## config.mk

```make
export PLATFORM = sky130hd
export DESIGN_NAME = pfsel_port_mux
export DESIGN_NICKNAME = d
export VERILOG_FILES = /design/src/common/pfsel_pkg.sv /design/src/hw/pfsel_sync.sv /design/src/hw/pfsel_port_mux.sv
export SDC_FILE = /design/constraint.sdc
export NUM_CORES = 1
export LEC_CHECK = 0
export BUFFER_PORTS_ARGS = -buffer_cell sky130_fd_sc_hd__buf_2
export CORE_MARGIN = 2
export CORE_UTILIZATION = 55
export DETAILED_ROUTE_END_ITERATION = 8
export PLACE_DENSITY = 0.92
export SYNTH_ARGS = -nofsm -noshare
export SYNTH_HDL_FRONTEND = slang
export SYNTH_SLANG_ARGS = --single-unit
```

## constraint.sdc

```tcl
create_clock -name clk -period 7.3 [get_ports clk]
set_input_delay 0.73 -clock clk [delete_from_list [all_inputs] [get_ports clk]]
set_output_delay 0.73 -clock clk [all_outputs]
set_load 0.02 [all_outputs]
```

## src/common/pfsel_pkg.sv

```systemverilog
// Package with the addresses, field positions and carrier types of the pin function selector.
package pfsel_pkg;

  // ************************************************************
  // Register map
  // ************************************************************

  // Byte addresses of the two function select registers.
  localparam logic [31:0] PORT0_ADDR = 32'hffff0d00;
  localparam logic [31:0] PORT1_ADDR = 32'hffff0d04;

  // Reset values of the two function select registers.
  localparam logic [31:0] PORT0_RESET = 32'h11100000;
  localparam logic [31:0] PORT1_RESET = 32'h10000000;

  // Value returned for a read of an address that holds no register.
  localparam logic [31:0] UNMAPPED_DATA = 32'h00000000;

  // ************************************************************
  // Field positions
  // ************************************************************

  // The SPI select bits sit four bits apart, starting at bit 0.
  localparam int SPI_SEL_STRIDE = 4;
  localparam int P0_DIVIDED_CLOCK_OUTPUT_BIT = 16;
  localparam int P0_HVA_BIT = 20;
  localparam int P0_HVB_BIT = 24;
  localparam int P1_RXD_BIT = 0;
  localparam int P1_TXD_BIT = 4;

  // ************************************************************
  // Pins and lines
  // ************************************************************

  // Seven external pins: port 0 is pins 0 to 4, port 1 is pins 5 and 6.
  localparam int NUM_PINS = 7;
  localparam int NUM_SPI = 4;
  localparam int PIN_DIVIDED_CLOCK_OUTPUT = 4;
  localparam int PIN_RXD = 5;
  localparam int PIN_TXD = 6;

  // SPI lines in pin order: slave select, clock, MISO, MOSI.
  localparam int SPI_SS = 0;
  localparam int SPI_SCLK = 1;
  localparam int SPI_MISO = 2;
  localparam int SPI_MOSI = 3;

  // Idle levels handed to a peripheral whose pin is not routed to it.
  localparam logic [3:0] SPI_IDLE_IN = 4'h1;
  localparam logic UART_RX_IDLE = 1'b1;

  // Pins carry pull-ups, so the synchronisers start at all ones.
  localparam logic [6:0] PIN_SYNC_RESET = 7'h7f;

  // Drive requests from the SPI block, one bit per line.
  typedef struct packed {
    logic [3:0] out;
    logic [3:0] drive;
  } pfsel_spi_out_type;

  // Registered pad controls; oe_n low means the pin is driven.
  typedef struct packed {
    logic [6:0] out;
    logic [6:0] oe_n;
  } pfsel_pad_type;

endpackage

```

## src/hw/pfsel_sync.sv

```systemverilog
// Two flip-flop synchroniser for pin inputs.
module pfsel_sync #(
  parameter int WIDTH = 7,
  parameter logic [WIDTH-1:0] RESET_VAL = '0
) (
  input wire logic clk,
  input wire logic rst,
  input wire logic [WIDTH-1:0] async_in,
  output logic [WIDTH-1:0] sync_out
);

  // First stage; only the second stage reads it, so metastability has a cycle to settle.
  logic [WIDTH-1:0] stage1_reg;

  // ************************************************************
  // Synchroniser chain
  // ************************************************************

  // Both stages reset to the idle level of the pins.
  always_ff @(posedge clk or posedge rst) begin
    if (rst) begin
      stage1_reg <= RESET_VAL;
      sync_out <= RESET_VAL;
    end else begin
      stage1_reg <= async_in;
      sync_out <= stage1_reg;
    end
  end

endmodule

```

## src/hw/pfsel_port_mux.sv

```systemverilog
// Function select registers and pin multiplexer for the two small ports.
//
// The implementer's own choice: the strobed register port.

// Functional notes
// Port0 bit16 selects clock output on pin4.
// Port0 bit12 selects SPI MOSI on pin3.
// Port0 bit8 selects SPI MISO on pin2.
// Port0 bit4 selects SPI clock on pin1.
// Port0 bit0 selects SPI slave select on pin0.
// Software sets bit24 before high-voltage link use.
// Software sets bit20 before high-voltage link use.
// Software always writes one to bit28.
// Software writes zero to other reserved bits.
// Port1 bit4 selects UART transmit on pin6.
// Port1 bit0 selects UART receive from pin5.
// Port1 register is 32-bit read/write.
// Selected peripheral pins ignore plain port driver.
module pfsel_port_mux (
  input wire logic clk,
  input wire logic rst,
  input wire logic [31:0] addr,
  input wire logic [31:0] wdata,
  input wire logic wr,
  input wire logic rd,
  output logic [31:0] rdata,
  input wire logic [6:0] pin_in,
  output logic [6:0] pin_out,
  output logic [6:0] pin_oe_n,
  input wire logic [6:0] gpio_out,
  input wire logic [6:0] gpio_drive,
  output logic [6:0] gpio_in,
  input wire pfsel_pkg::pfsel_spi_out_type spi_out,
  output logic [3:0] spi_in,
  input wire logic divided_clock_output,
  input wire logic uart_txd,
  output logic uart_rxd,
  output logic internal_hv_line_a,
  output logic internal_hv_line_b
);

  // ************************************************************
  // Declarations
  // ************************************************************

  // Function select register of port 0.
  logic [31:0] port0_function_select_reg;
  // Function select register of port 1.
  logic [31:0] port1_function_select_reg;
  // Pin levels after the synchroniser.
  logic [6:0] pin_sync;
  // Next pad controls, worked out from the selects.
  pfsel_pkg::pfsel_pad_type pad_next;
  // Registered pad controls that reach the pins.
  pfsel_pkg::pfsel_pad_type pad_reg;
  // Next inputs for the SPI block.
  logic [3:0] spi_in_next;

  // Tests one select bit of a register.
  function automatic logic sel_bit(input logic [31:0] value, input int pos);
    sel_bit = value[pos];
  endfunction

  // ************************************************************
  // Register port
  // ************************************************************

  // Writes land whole; reserved bits are stored as written so software reads back what it wrote.
  always_ff @(posedge clk or posedge rst) begin
    if (rst) begin
      port0_function_select_reg <= pfsel_pkg::PORT0_RESET;
    end else if (wr && addr == pfsel_pkg::PORT0_ADDR) begin
      port0_function_select_reg <= wdata;
    end
  end

  // Port 1 is a full 32-bit read/write register.
  always_ff @(posedge clk or posedge rst) begin
    if (rst) begin
      port1_function_select_reg <= pfsel_pkg::PORT1_RESET;
    end else if (wr && addr == pfsel_pkg::PORT1_ADDR) begin
      port1_function_select_reg <= wdata;
    end
  end

  // Read data stand for the one cycle after the strobe and are zero otherwise.
  always_ff @(posedge clk or posedge rst) begin
    if (rst) begin
      rdata <= pfsel_pkg::UNMAPPED_DATA;
    end else if (rd && addr == pfsel_pkg::PORT0_ADDR) begin
      rdata <= port0_function_select_reg;
    end else if (rd && addr == pfsel_pkg::PORT1_ADDR) begin
      rdata <= port1_function_select_reg;
    end else begin
      rdata <= pfsel_pkg::UNMAPPED_DATA;
    end
  end

  // ************************************************************
  // Pin input synchroniser
  // ************************************************************

  // Pins are asynchronous, so every reader sees them only through this chain.
  pfsel_sync #(
    .WIDTH(pfsel_pkg::NUM_PINS),
    .RESET_VAL(pfsel_pkg::PIN_SYNC_RESET)
  ) u_pin_sync (
    .clk(clk),
    .rst(rst),
    .async_in(pin_in),
    .sync_out(pin_sync)
  );

  // ************************************************************
  // Output multiplexer
  // ************************************************************

  // Each pin defaults to the plain port driver; a set select hands it to its peripheral.
  always_comb begin
    pad_next.out = gpio_out;
    pad_next.oe_n = ~gpio_drive;
    // SPI lines sit on pins 0 to 3 with selects every fourth bit.
    for (int i = 0; i < pfsel_pkg::NUM_SPI; i++) begin
      if (sel_bit(port0_function_select_reg, i * pfsel_pkg::SPI_SEL_STRIDE)) begin
        pad_next.out[i] = spi_out.out[i];
        pad_next.oe_n[i] = ~spi_out.drive[i];
      end
    end
    // The divided clock always drives its pin when selected.
    if (sel_bit(port0_function_select_reg, pfsel_pkg::P0_DIVIDED_CLOCK_OUTPUT_BIT)) begin
      pad_next.out[pfsel_pkg::PIN_DIVIDED_CLOCK_OUTPUT] = divided_clock_output;
      pad_next.oe_n[pfsel_pkg::PIN_DIVIDED_CLOCK_OUTPUT] = 1'b0;
    end
    // The receive pin is input only, so the plain driver is released.
    if (sel_bit(port1_function_select_reg, pfsel_pkg::P1_RXD_BIT)) begin
      pad_next.out[pfsel_pkg::PIN_RXD] = 1'b0;
      pad_next.oe_n[pfsel_pkg::PIN_RXD] = 1'b1;
    end
    // The transmit pin is driven by the UART alone.
    if (sel_bit(port1_function_select_reg, pfsel_pkg::P1_TXD_BIT)) begin
      pad_next.out[pfsel_pkg::PIN_TXD] = uart_txd;
      pad_next.oe_n[pfsel_pkg::PIN_TXD] = 1'b0;
    end
  end

  // Pad controls are registered so the pins never see combinational glitches.
  always_ff @(posedge clk or posedge rst) begin
    if (rst) begin
      pad_reg.out <= '0;
      pad_reg.oe_n <= '1;
    end else begin
      pad_reg <= pad_next;
    end
  end

  assign pin_out = pad_reg.out;
  assign pin_oe_n = pad_reg.oe_n;

  // ************************************************************
  // Input routing
  // ************************************************************

  // A peripheral whose pin is not routed sees its idle level, so a stray pin cannot wake it.
  always_comb begin
    spi_in_next = pfsel_pkg::SPI_IDLE_IN;
    for (int i = 0; i < pfsel_pkg::NUM_SPI; i++) begin
      if (sel_bit(port0_function_select_reg, i * pfsel_pkg::SPI_SEL_STRIDE)) begin
        spi_in_next[i] = pin_sync[i];
      end
    end
  end

  // Registered inputs for SPI and the plain port readback.
  always_ff @(posedge clk or posedge rst) begin
    if (rst) begin
      spi_in <= pfsel_pkg::SPI_IDLE_IN;
      gpio_in <= pfsel_pkg::PIN_SYNC_RESET;
    end else begin
      spi_in <= spi_in_next;
      gpio_in <= pin_sync;
    end
  end

  // UART receive follows pin 5 only while it is selected.
  always_ff @(posedge clk or posedge rst) begin
    if (rst) begin
      uart_rxd <= pfsel_pkg::UART_RX_IDLE;
    end else if (sel_bit(port1_function_select_reg, pfsel_pkg::P1_RXD_BIT)) begin
      uart_rxd <= pin_sync[pfsel_pkg::PIN_RXD];
    end else begin
      uart_rxd <= pfsel_pkg::UART_RX_IDLE;
    end
  end

  // ************************************************************
  // Internal high-voltage link enables
  // ************************************************************

  // Software must set both enables before touching the link registers.
  always_ff @(posedge clk or posedge rst) begin
    if (rst) begin
      internal_hv_line_a <= 1'b0;
      internal_hv_line_b <= 1'b0;
    end else begin
      internal_hv_line_a <= port0_function_select_reg[pfsel_pkg::P0_HVA_BIT];
      internal_hv_line_b <= port0_function_select_reg[pfsel_pkg::P0_HVB_BIT];
    end
  end
endmodule

```

### After elaboration in Yosys (flattened, before gate mapping)

Cells that the tools add are included.
Widths: inputs -> output; s select.

* register bits: 138
* bits of input ports: 99
* output and inout bits: 60
* word-level logic and storage cells: 44

* equal/unequal tests: 2
* muxes and demuxes: 21
* bitwise logic cells: 5
* reductions and logical operators: 4

Operators with widths (number)
* $eq 32x32->1 const B: 2
* $mux 32: 2
* $mux 1: 19
* $not 7->7: 1
* $logic_and 1x1->1: 4
* $not 1->1: 4

### Longest topological paths before layout

Gate-level depths: netlist (run 1).

* depth in word-level cells: 4
* mapped depth: 5
* depth with buffers taken out: 4

### Hierarchy

Synthesis (run 1) repeated with hierarchy kept, for this count alone.

* cell total of the unflattened synthesis: 313
* area, all modules: 5168.7 µm²

Modules (own cells, without submodules)
* pfsel_port_mux: instances 1, cells each 298, area each 4797.1 µm², sequential area each 3128.0 µm²
* pfsel_sync: instances 1, cells each 15, area each 371.6 µm², sequential area each 367.9 µm²

### Least setup slack after synthesis (run 1)

Ideal clock, no wire load.

* path type: in2reg
* from: in addr[13]
* to: reg port0_function_select_reg[0]
* setup time: 125 ps
* arrival time: 2332 ps
* required time: 7175 ps
* path slack: 4843 ps
* cell stages on the path: 5
* buffers on the path: 1
* cell sequence: or4_4 -> nor4_4 -> nand4b_2 -> buf_6 -> mux2_4

* word-level cells in the longest chain between the ends: 2

Ends and longest elaborated chain
* from (decl): RTL line pfsel_port_mux.sv:22 `input wire logic [31:0] addr,`
* $eq 32x32->1: RTL line pfsel_port_mux.sv:72 `end else if (wr && addr == pfsel_pkg::PORT0_ADDR) begin`
* $logic_and 1x1->1: RTL line pfsel_port_mux.sv:72
* to (signal assigned): RTL line pfsel_port_mux.sv:71 `port0_function_select_reg <= pfsel_pkg::PORT0_RESET;`
* to (signal assigned): RTL line pfsel_port_mux.sv:73 `port0_function_select_reg <= wdata;`
* to (decl): RTL line pfsel_port_mux.sv:47 `logic [31:0] port0_function_select_reg;`

Every way passes these cells.
A chain may end at the register's enable or synchronous reset.

### Worst setup path after layout (run 1)

* from: in addr[13]
* to: reg port1_function_select_reg[20]

* word-level cells in the longest chain between the ends: 2

Ends and longest elaborated chain
* $eq 32x32->1: RTL line pfsel_port_mux.sv:81 `end else if (wr && addr == pfsel_pkg::PORT1_ADDR) begin`
* $logic_and 1x1->1: RTL line pfsel_port_mux.sv:81
* to (signal assigned): RTL line pfsel_port_mux.sv:80 `port1_function_select_reg <= pfsel_pkg::PORT1_RESET;`
* to (signal assigned): RTL line pfsel_port_mux.sv:82 `port1_function_select_reg <= wdata;`
* to (decl): RTL line pfsel_port_mux.sv:49 `logic [31:0] port1_function_select_reg;`

Every way passes these cells.

==> results_dict.tcl, run 1 <==
set metrics [dict create \
    synth_area_leaders "dfrtp_1 (49%), mux2_4 (17%), dfstp_2 (17%)" \
    critical_path_class "primary input to flip-flop" \
    start_util_pct 56.8 \
    cp_slowest_stage_delay_ns 0.76 \
    r2r_slack_ns 6.37 \
    fin_worst_skew_ns 0.00913 \
    grt_pass1_vias 3397 \
    critPathRequiredTime_ns 7.68 \
    die_w_um 102 \
    fin_crit_ns 2.83 \
    synth_fa_ha_area_share_pct 0 \
    synth-main-ff-cell "dfrtp_1" \
    track_usage_pct 21.6 \
    ant_nets 0 \
    place.port_buffers 158 \
    num_antenna_cells 0 \
    fin_tns_setup_ns 0 \
    yosysTopAreaCell "dfrtp_1" \
    drv_cap 0 \
    first_pass_iters 4 \
    cts_htree_levels 4 \
    grt_max_degree 89 \
    yosysUniqueCellTypes 24 \
    peakVddDrop_uv 131 \
    yosysSeqAreaShare_pct 66.4 \
    cts_made_buffers 17 \
    cts.hold.buffers_added 0 \
    rows 35 \
    p_leak_nw 3.65 \
    antenna_found_initial 0 \
    avgRoutedWirePerCell_um 17.1 \
    final_util_pct 72.6 \
    cts_tree "built" \
    setup_viol 0 \
    synth.most_common_cell "dfrtp_1" \
    synth_area_sq_mm 0.00527 \
    finalNetCount 578 \
    synth_edf_count 0 \
    cp_data_arrival_time_ns 3.21 \
    synthXorXnorAreaFrac_pct 0 \
    cts.sink_count 138 \
    synth_compound_area_share_pct 0 \
    max_slew.worst_pin.slew_ns 1.12 \
    fin_crit_sh_pct 38.7 \
    status "finished, final reports clean" \
    clkTransAtPathRegs_ns 0.07 \
    post_cts_resized 0 \
    drv_slew 0 \
    start_kind "primary input" \
    slew_headroom_pct 25.4 \
    ctsLongestPathBuffers 2 \
    clk_latency_ns 0.50 \
    ios 159 \
    avgSynthCellArea_sq_um 16.9 \
    wl_um 10600 \
    cts_root_buf "clkbuf_8" \
    fillCellCount 628 \
    drive_gt1_share_pct 61.4 \
    synth_commonest_cells "dfrtp_1 (104), mux2_4 (60), mux2i_1 (36), dfstp_2 (34), nor2_1 (34)" \
    async_reset_ff_share_pct 100 \
    crit_chain "buf_2, or4_4, nor4_4, nand4_4, mux2_4" \
    drt-initial-drc-count 80 \
    post-dp-hpwl_um 7100 \
    area_delta_synth_final_pct 27.9 \
    cp_slowest_cell "nand4_4" \
    num_vias 3111 \
    postCtsSetupBuffers 0 \
    core-area_sq_mm 0.00928 \
    yosys_warnings 0 \
    synth_top_family_by_area "multiplexers" \
    grt_pass1_wl_um 16700 \
    holdWs_ns 0.238 \
    grt_overflow 0 \
    die_h_um 102 \
    endpoint_kind "flip-flop" \
    hp-class "primary input to async pin" \
    fmax_mhz 354 \
    final_hold_viol_count 0 \
    muxShareOfSynthArea_pct 26.1 \
    path_max_fanout 32 \
    p_per_area_mw_per_mm2 246 \
    synth-seq-cells 138 \
    synth_top_area_share_pct 49.4 \
    yosys.area_share.simple_pct 5.72 \
    netlist_instances 312 \
    die-area_sq_mm 0.0104 \
    via_per_inst 5.01 \
    syn-num-nets 411 \
    drc 0 \
    grt_setup_unrepaired "false" \
    gp_congestion 0.741 \
]
-- critical path, delay by kind of cell --
kind	cells	cell delay, ns
buffers and inverters	1	0.10
and+or+nand+nor	3	1.77
muxes	1	0.59
-- metal layers --
metal	wire (um)	global-route usage [%]	vias to the layer above	part of all wire (%)
met4	138	7.18	0	1.3
met5	0	0	-	0
met3	530	5.61	13	5.0
met1	4310	25.4	1576	41
li1	-	-	1416	-
met2	5630	38.5	106	53
-- through the flow --
stage	power (mW)	worst slack, ns	instances	area (sq um)
2_1_floorplan	0.829	2.93	312	5270
5_1_grt	1.71	4.38	621	6740
3_3_place_gp	0.868	3.99	589	6170
3_5_place_dp	0.872	3.96	589	6170
6_report	1.66	4.47	621	6740
4_1_cts	1.68	4.49	621	6740
-- power by group --
part	leakage [nW]	switching, mW	total [mW]	internal (mW)
registers	1.79	0.00263	0.784	0.781
clock network	0.272	0.349	0.800	0.452
logic	1.59	0.0426	0.0736	0.0309
-- cells in the final DEF, fill, tap and decap left out, types with 2 or more instances in the layout --
cell and count:
clkinvlp_4 3, mux2i_1 36, clkbuf_16 17, nand4b_1 2, mux2_4 60, dfstp_2 34
and2_1 3, nand2b_1 3, buf_2 158, clkinv_4 2, buf_4 3, dfrtp_1 104
nand4_1 2, inv_8 4, mux2_2 10, nor2_1 34, inv_6 5
-- cell type report --
type,count,area (sq um),area share [%]
tap,129,161,2.40
sequential,138,3500,51.9
multi-input combinational,160,1690,25.1
timing repair buffer,161,813,12.1
inverter,1,8.76,0.130
clock buffer,18,439,6.52
clock inverter,14,125,1.86
-- cell families after synthesis --
| logic type | Yosys count |
|---|---|
| flip-flops | 138 |
| buffers and inverters | 14 |
| multiplexers | 106 |
| AND/OR/NAND/NOR | 54 |
-- final timing paths --
kind,from,to,depth (start not counted)
min in group clk,pin_in[3],u_pin_sync.stage1_reg[3],1
min reg2reg,u_pin_sync.stage1_reg[2],u_pin_sync.sync_out[2],0
max in group asynchronous,rst,port0_function_select_reg[7],3
min,rst,pin_out[3],2
max,addr[13],port1_function_select_reg[20],5
max reg2reg,port0_function_select_reg[8],pin_out[2],1
No activity file was read; power rests on OpenSTA's default activity.
==> inputs of run 2 (changes only) <==
--- a/config.mk
+++ b/config.mk
@@ -7,9 +7,9 @@
 export LEC_CHECK = 0
 export BUFFER_PORTS_ARGS = -buffer_cell sky130_fd_sc_hd__buf_2
 export CORE_MARGIN = 2
-export CORE_UTILIZATION = 55
+export CORE_UTILIZATION = 51
 export DETAILED_ROUTE_END_ITERATION = 8
-export PLACE_DENSITY = 0.92
+export PLACE_DENSITY = 0.86
 export SYNTH_ARGS = -nofsm -noshare
 export SYNTH_HDL_FRONTEND = slang
 export SYNTH_SLANG_ARGS = --single-unit
==> constraint.sdc (replaced) <==
create_clock -name clk -period 2.75 [get_ports clk]
set_input_delay 0.275 -clock clk [delete_from_list [all_inputs] [get_ports clk]]
set_output_delay 0.275 -clock clk [all_outputs]
set_load 0.02 [all_outputs]
==> results_dict.tcl, run 2 (synthesized netlist as in run 1, its figures left out) <==
set metrics [dict create \
    status "finished, final reports clean" \
    final_hold_viol_count 0 \
    cts_tree "built" \
    antenna_found_initial 1 \
    finalNetCount 628 \
    die-area_sq_mm 0.0112 \
    post-dp-hpwl_um 7500 \
    drive_gt1_share_pct 57.2 \
    clkTransAtPathRegs_ns 0.06 \
    cts.sink_count 138 \
    grt_max_degree 69 \
    fin_tns_setup_ns 0 \
    drv_cap 0 \
    cts.hold.buffers_added 42 \
    p_sw_share_pct 20.8 \
    ios 159 \
    place_inst 604 \
    path_max_fanout 24 \
    track_usage_pct 22.2 \
    p_int_mw 3.77 \
    power.switching_uw 992 \
    drv_slew 0 \
    endpoint_kind "flip-flop" \
    ctsLongestPathBuffers 2 \
    die_w_um 106 \
    clk_latency_ns 0.50 \
    start_kind "primary input" \
    grt_pass1_wl_um 18500 \
    drt-initial-drc-count 94 \
    fmax_mhz 549 \
    power_frac_clock_pct 51.0 \
    postCtsSetupBuffers 0 \
    die_h_um 106 \
    critical_path_class "primary input to flip-flop" \
    p_leak_nw 3.90 \
    seq_power_share_pct 43.7 \
    first_pass_iters 4 \
    grt_overflow 0 \
    regArea_sq_mm 0.00350 \
    p_per_area_mw_per_mm2 651 \
    combPwrFrac_pct 5.3 \
    grt_setup_unrepaired "false" \
    start_util_pct 51.7 \
    rows 37 \
    final_util_pct 71.8 \
    p_total_mw 4.76 \
    drc 0 \
    fin_crit_sh_pct 66.2 \
    wl_um 11800 \
    area_delta_synth_final_pct 38.9 \
    core-area_sq_mm 0.0102 \
    critPathRequiredTime_ns 3.14 \
    cp_data_arrival_time_ns 2.21 \
    r2r_slack_ns 1.25 \
    gp_congestion 0.767 \
    peakVddDrop_uv 343 \
    instances_no_fill 679 \
    post_cts_resized 0 \
    via_per_inst 4.87 \
    final_common_cell "buf_2" \
    fin_crit_ns 1.82 \
    most-common-layout-cells "buf_2 (158), dfrtp_1 (104), mux2_4 (60)" \
    cts_htree_levels 4 \
    grt_pass1_vias 3667 \
    hp-class "primary input to flip-flop" \
    setup_viol 0 \
    fillCellCount 638 \
    avgRoutedWirePerCell_um 17.4 \
    place.port_buffers 158 \
    max_slew.worst_pin.slew_ns 0.476 \
    cts_root_buf "clkbuf_8" \
    fin_worst_skew_ns 0.00683 \
    multi_input_area_sq_mm 0.00170 \
    cts_made_buffers 17 \
    slew_headroom_pct 68.3 \
    num_vias 3306 \
    ant_nets 0 \
]
==> run 2: changes by cell type in the layout (fill, tap and decap cells not counted), sizes merged <==
cell / before / now
diode: 0 / 1
dlygate4sd3: 0 / 42
buf: 161 / 169
bufinv: 0 / 5
clkinv: 3 / 5
inv: 9 / 2
==> run 2: power groups by stage <==
stage               combinational (mW)  sequential [mW]  clock [mW]
floorplan                       0.0640             2.14           0
global placement                 0.198             2.11           0
detailed placement               0.203             2.12           0
CTS                              0.251             2.08        2.48
global route                     0.272             2.08        2.57
finish                           0.250             2.08        2.43
==> run 2: metal layers <==
layer,track usage [%],vias up,routed length [um],part of all wire (%)
met1,25.9,1633,4680,40
met4,9.40,2,242,2.0
met3,4.89,22,585,5.0
li1,-,1513,-,-
met2,39.5,136,6280,53
met5,0,-,13,0.11
==> run 2: final cells by class <==
class / count / area share [%]
flip-flops and latches: 138 / 47.8
multi-input cells: 160 / 23.2
repair buffers: 211 / 17.9
clock buffers: 18 / 5.71
clock inverters: 14 / 2.99
well taps: 136 / 2.33
inverters: 1 / 0.103
diodes: 1 / 0.0342
==> run 2: path summary, 6_finish.rpt <==
path | startpoint | depth (start not counted) | end
max | addr[13] | 6 | port0_function_select_reg[16]
min | gpio_out[3] | 2 | pin_out[3]
max reg2reg | port0_function_select_reg[0] | 2 | pin_out[0]
min reg2reg | u_pin_sync.stage1_reg[1] | 0 | u_pin_sync.sync_out[1]
max in group asynchronous | rst | 4 | port0_function_select_reg[20]
min in group asynchronous | rst | 3 | port1_function_select_reg[0]
==> run 2: critical path, stage by stage <==
cell and delay, ns:
buf_2 0.10, or4_4 0.56, nor4_4 0.47, nand4b_4 0.14, buf_4 0.31, mux2_4 0.35
==> run 2: through the flow <==
stage	hold WS, ns	area (sq um)	setup slack (ns)
after floorplan	0.279	5270	0.748
final	0.0262	7320	0.930
after global placement	0.290	6260	0.472
after detailed placement	0.297	6260	0.408
after global routing	0.00186	7310	0.902
after CTS	0.000474	7310	0.944
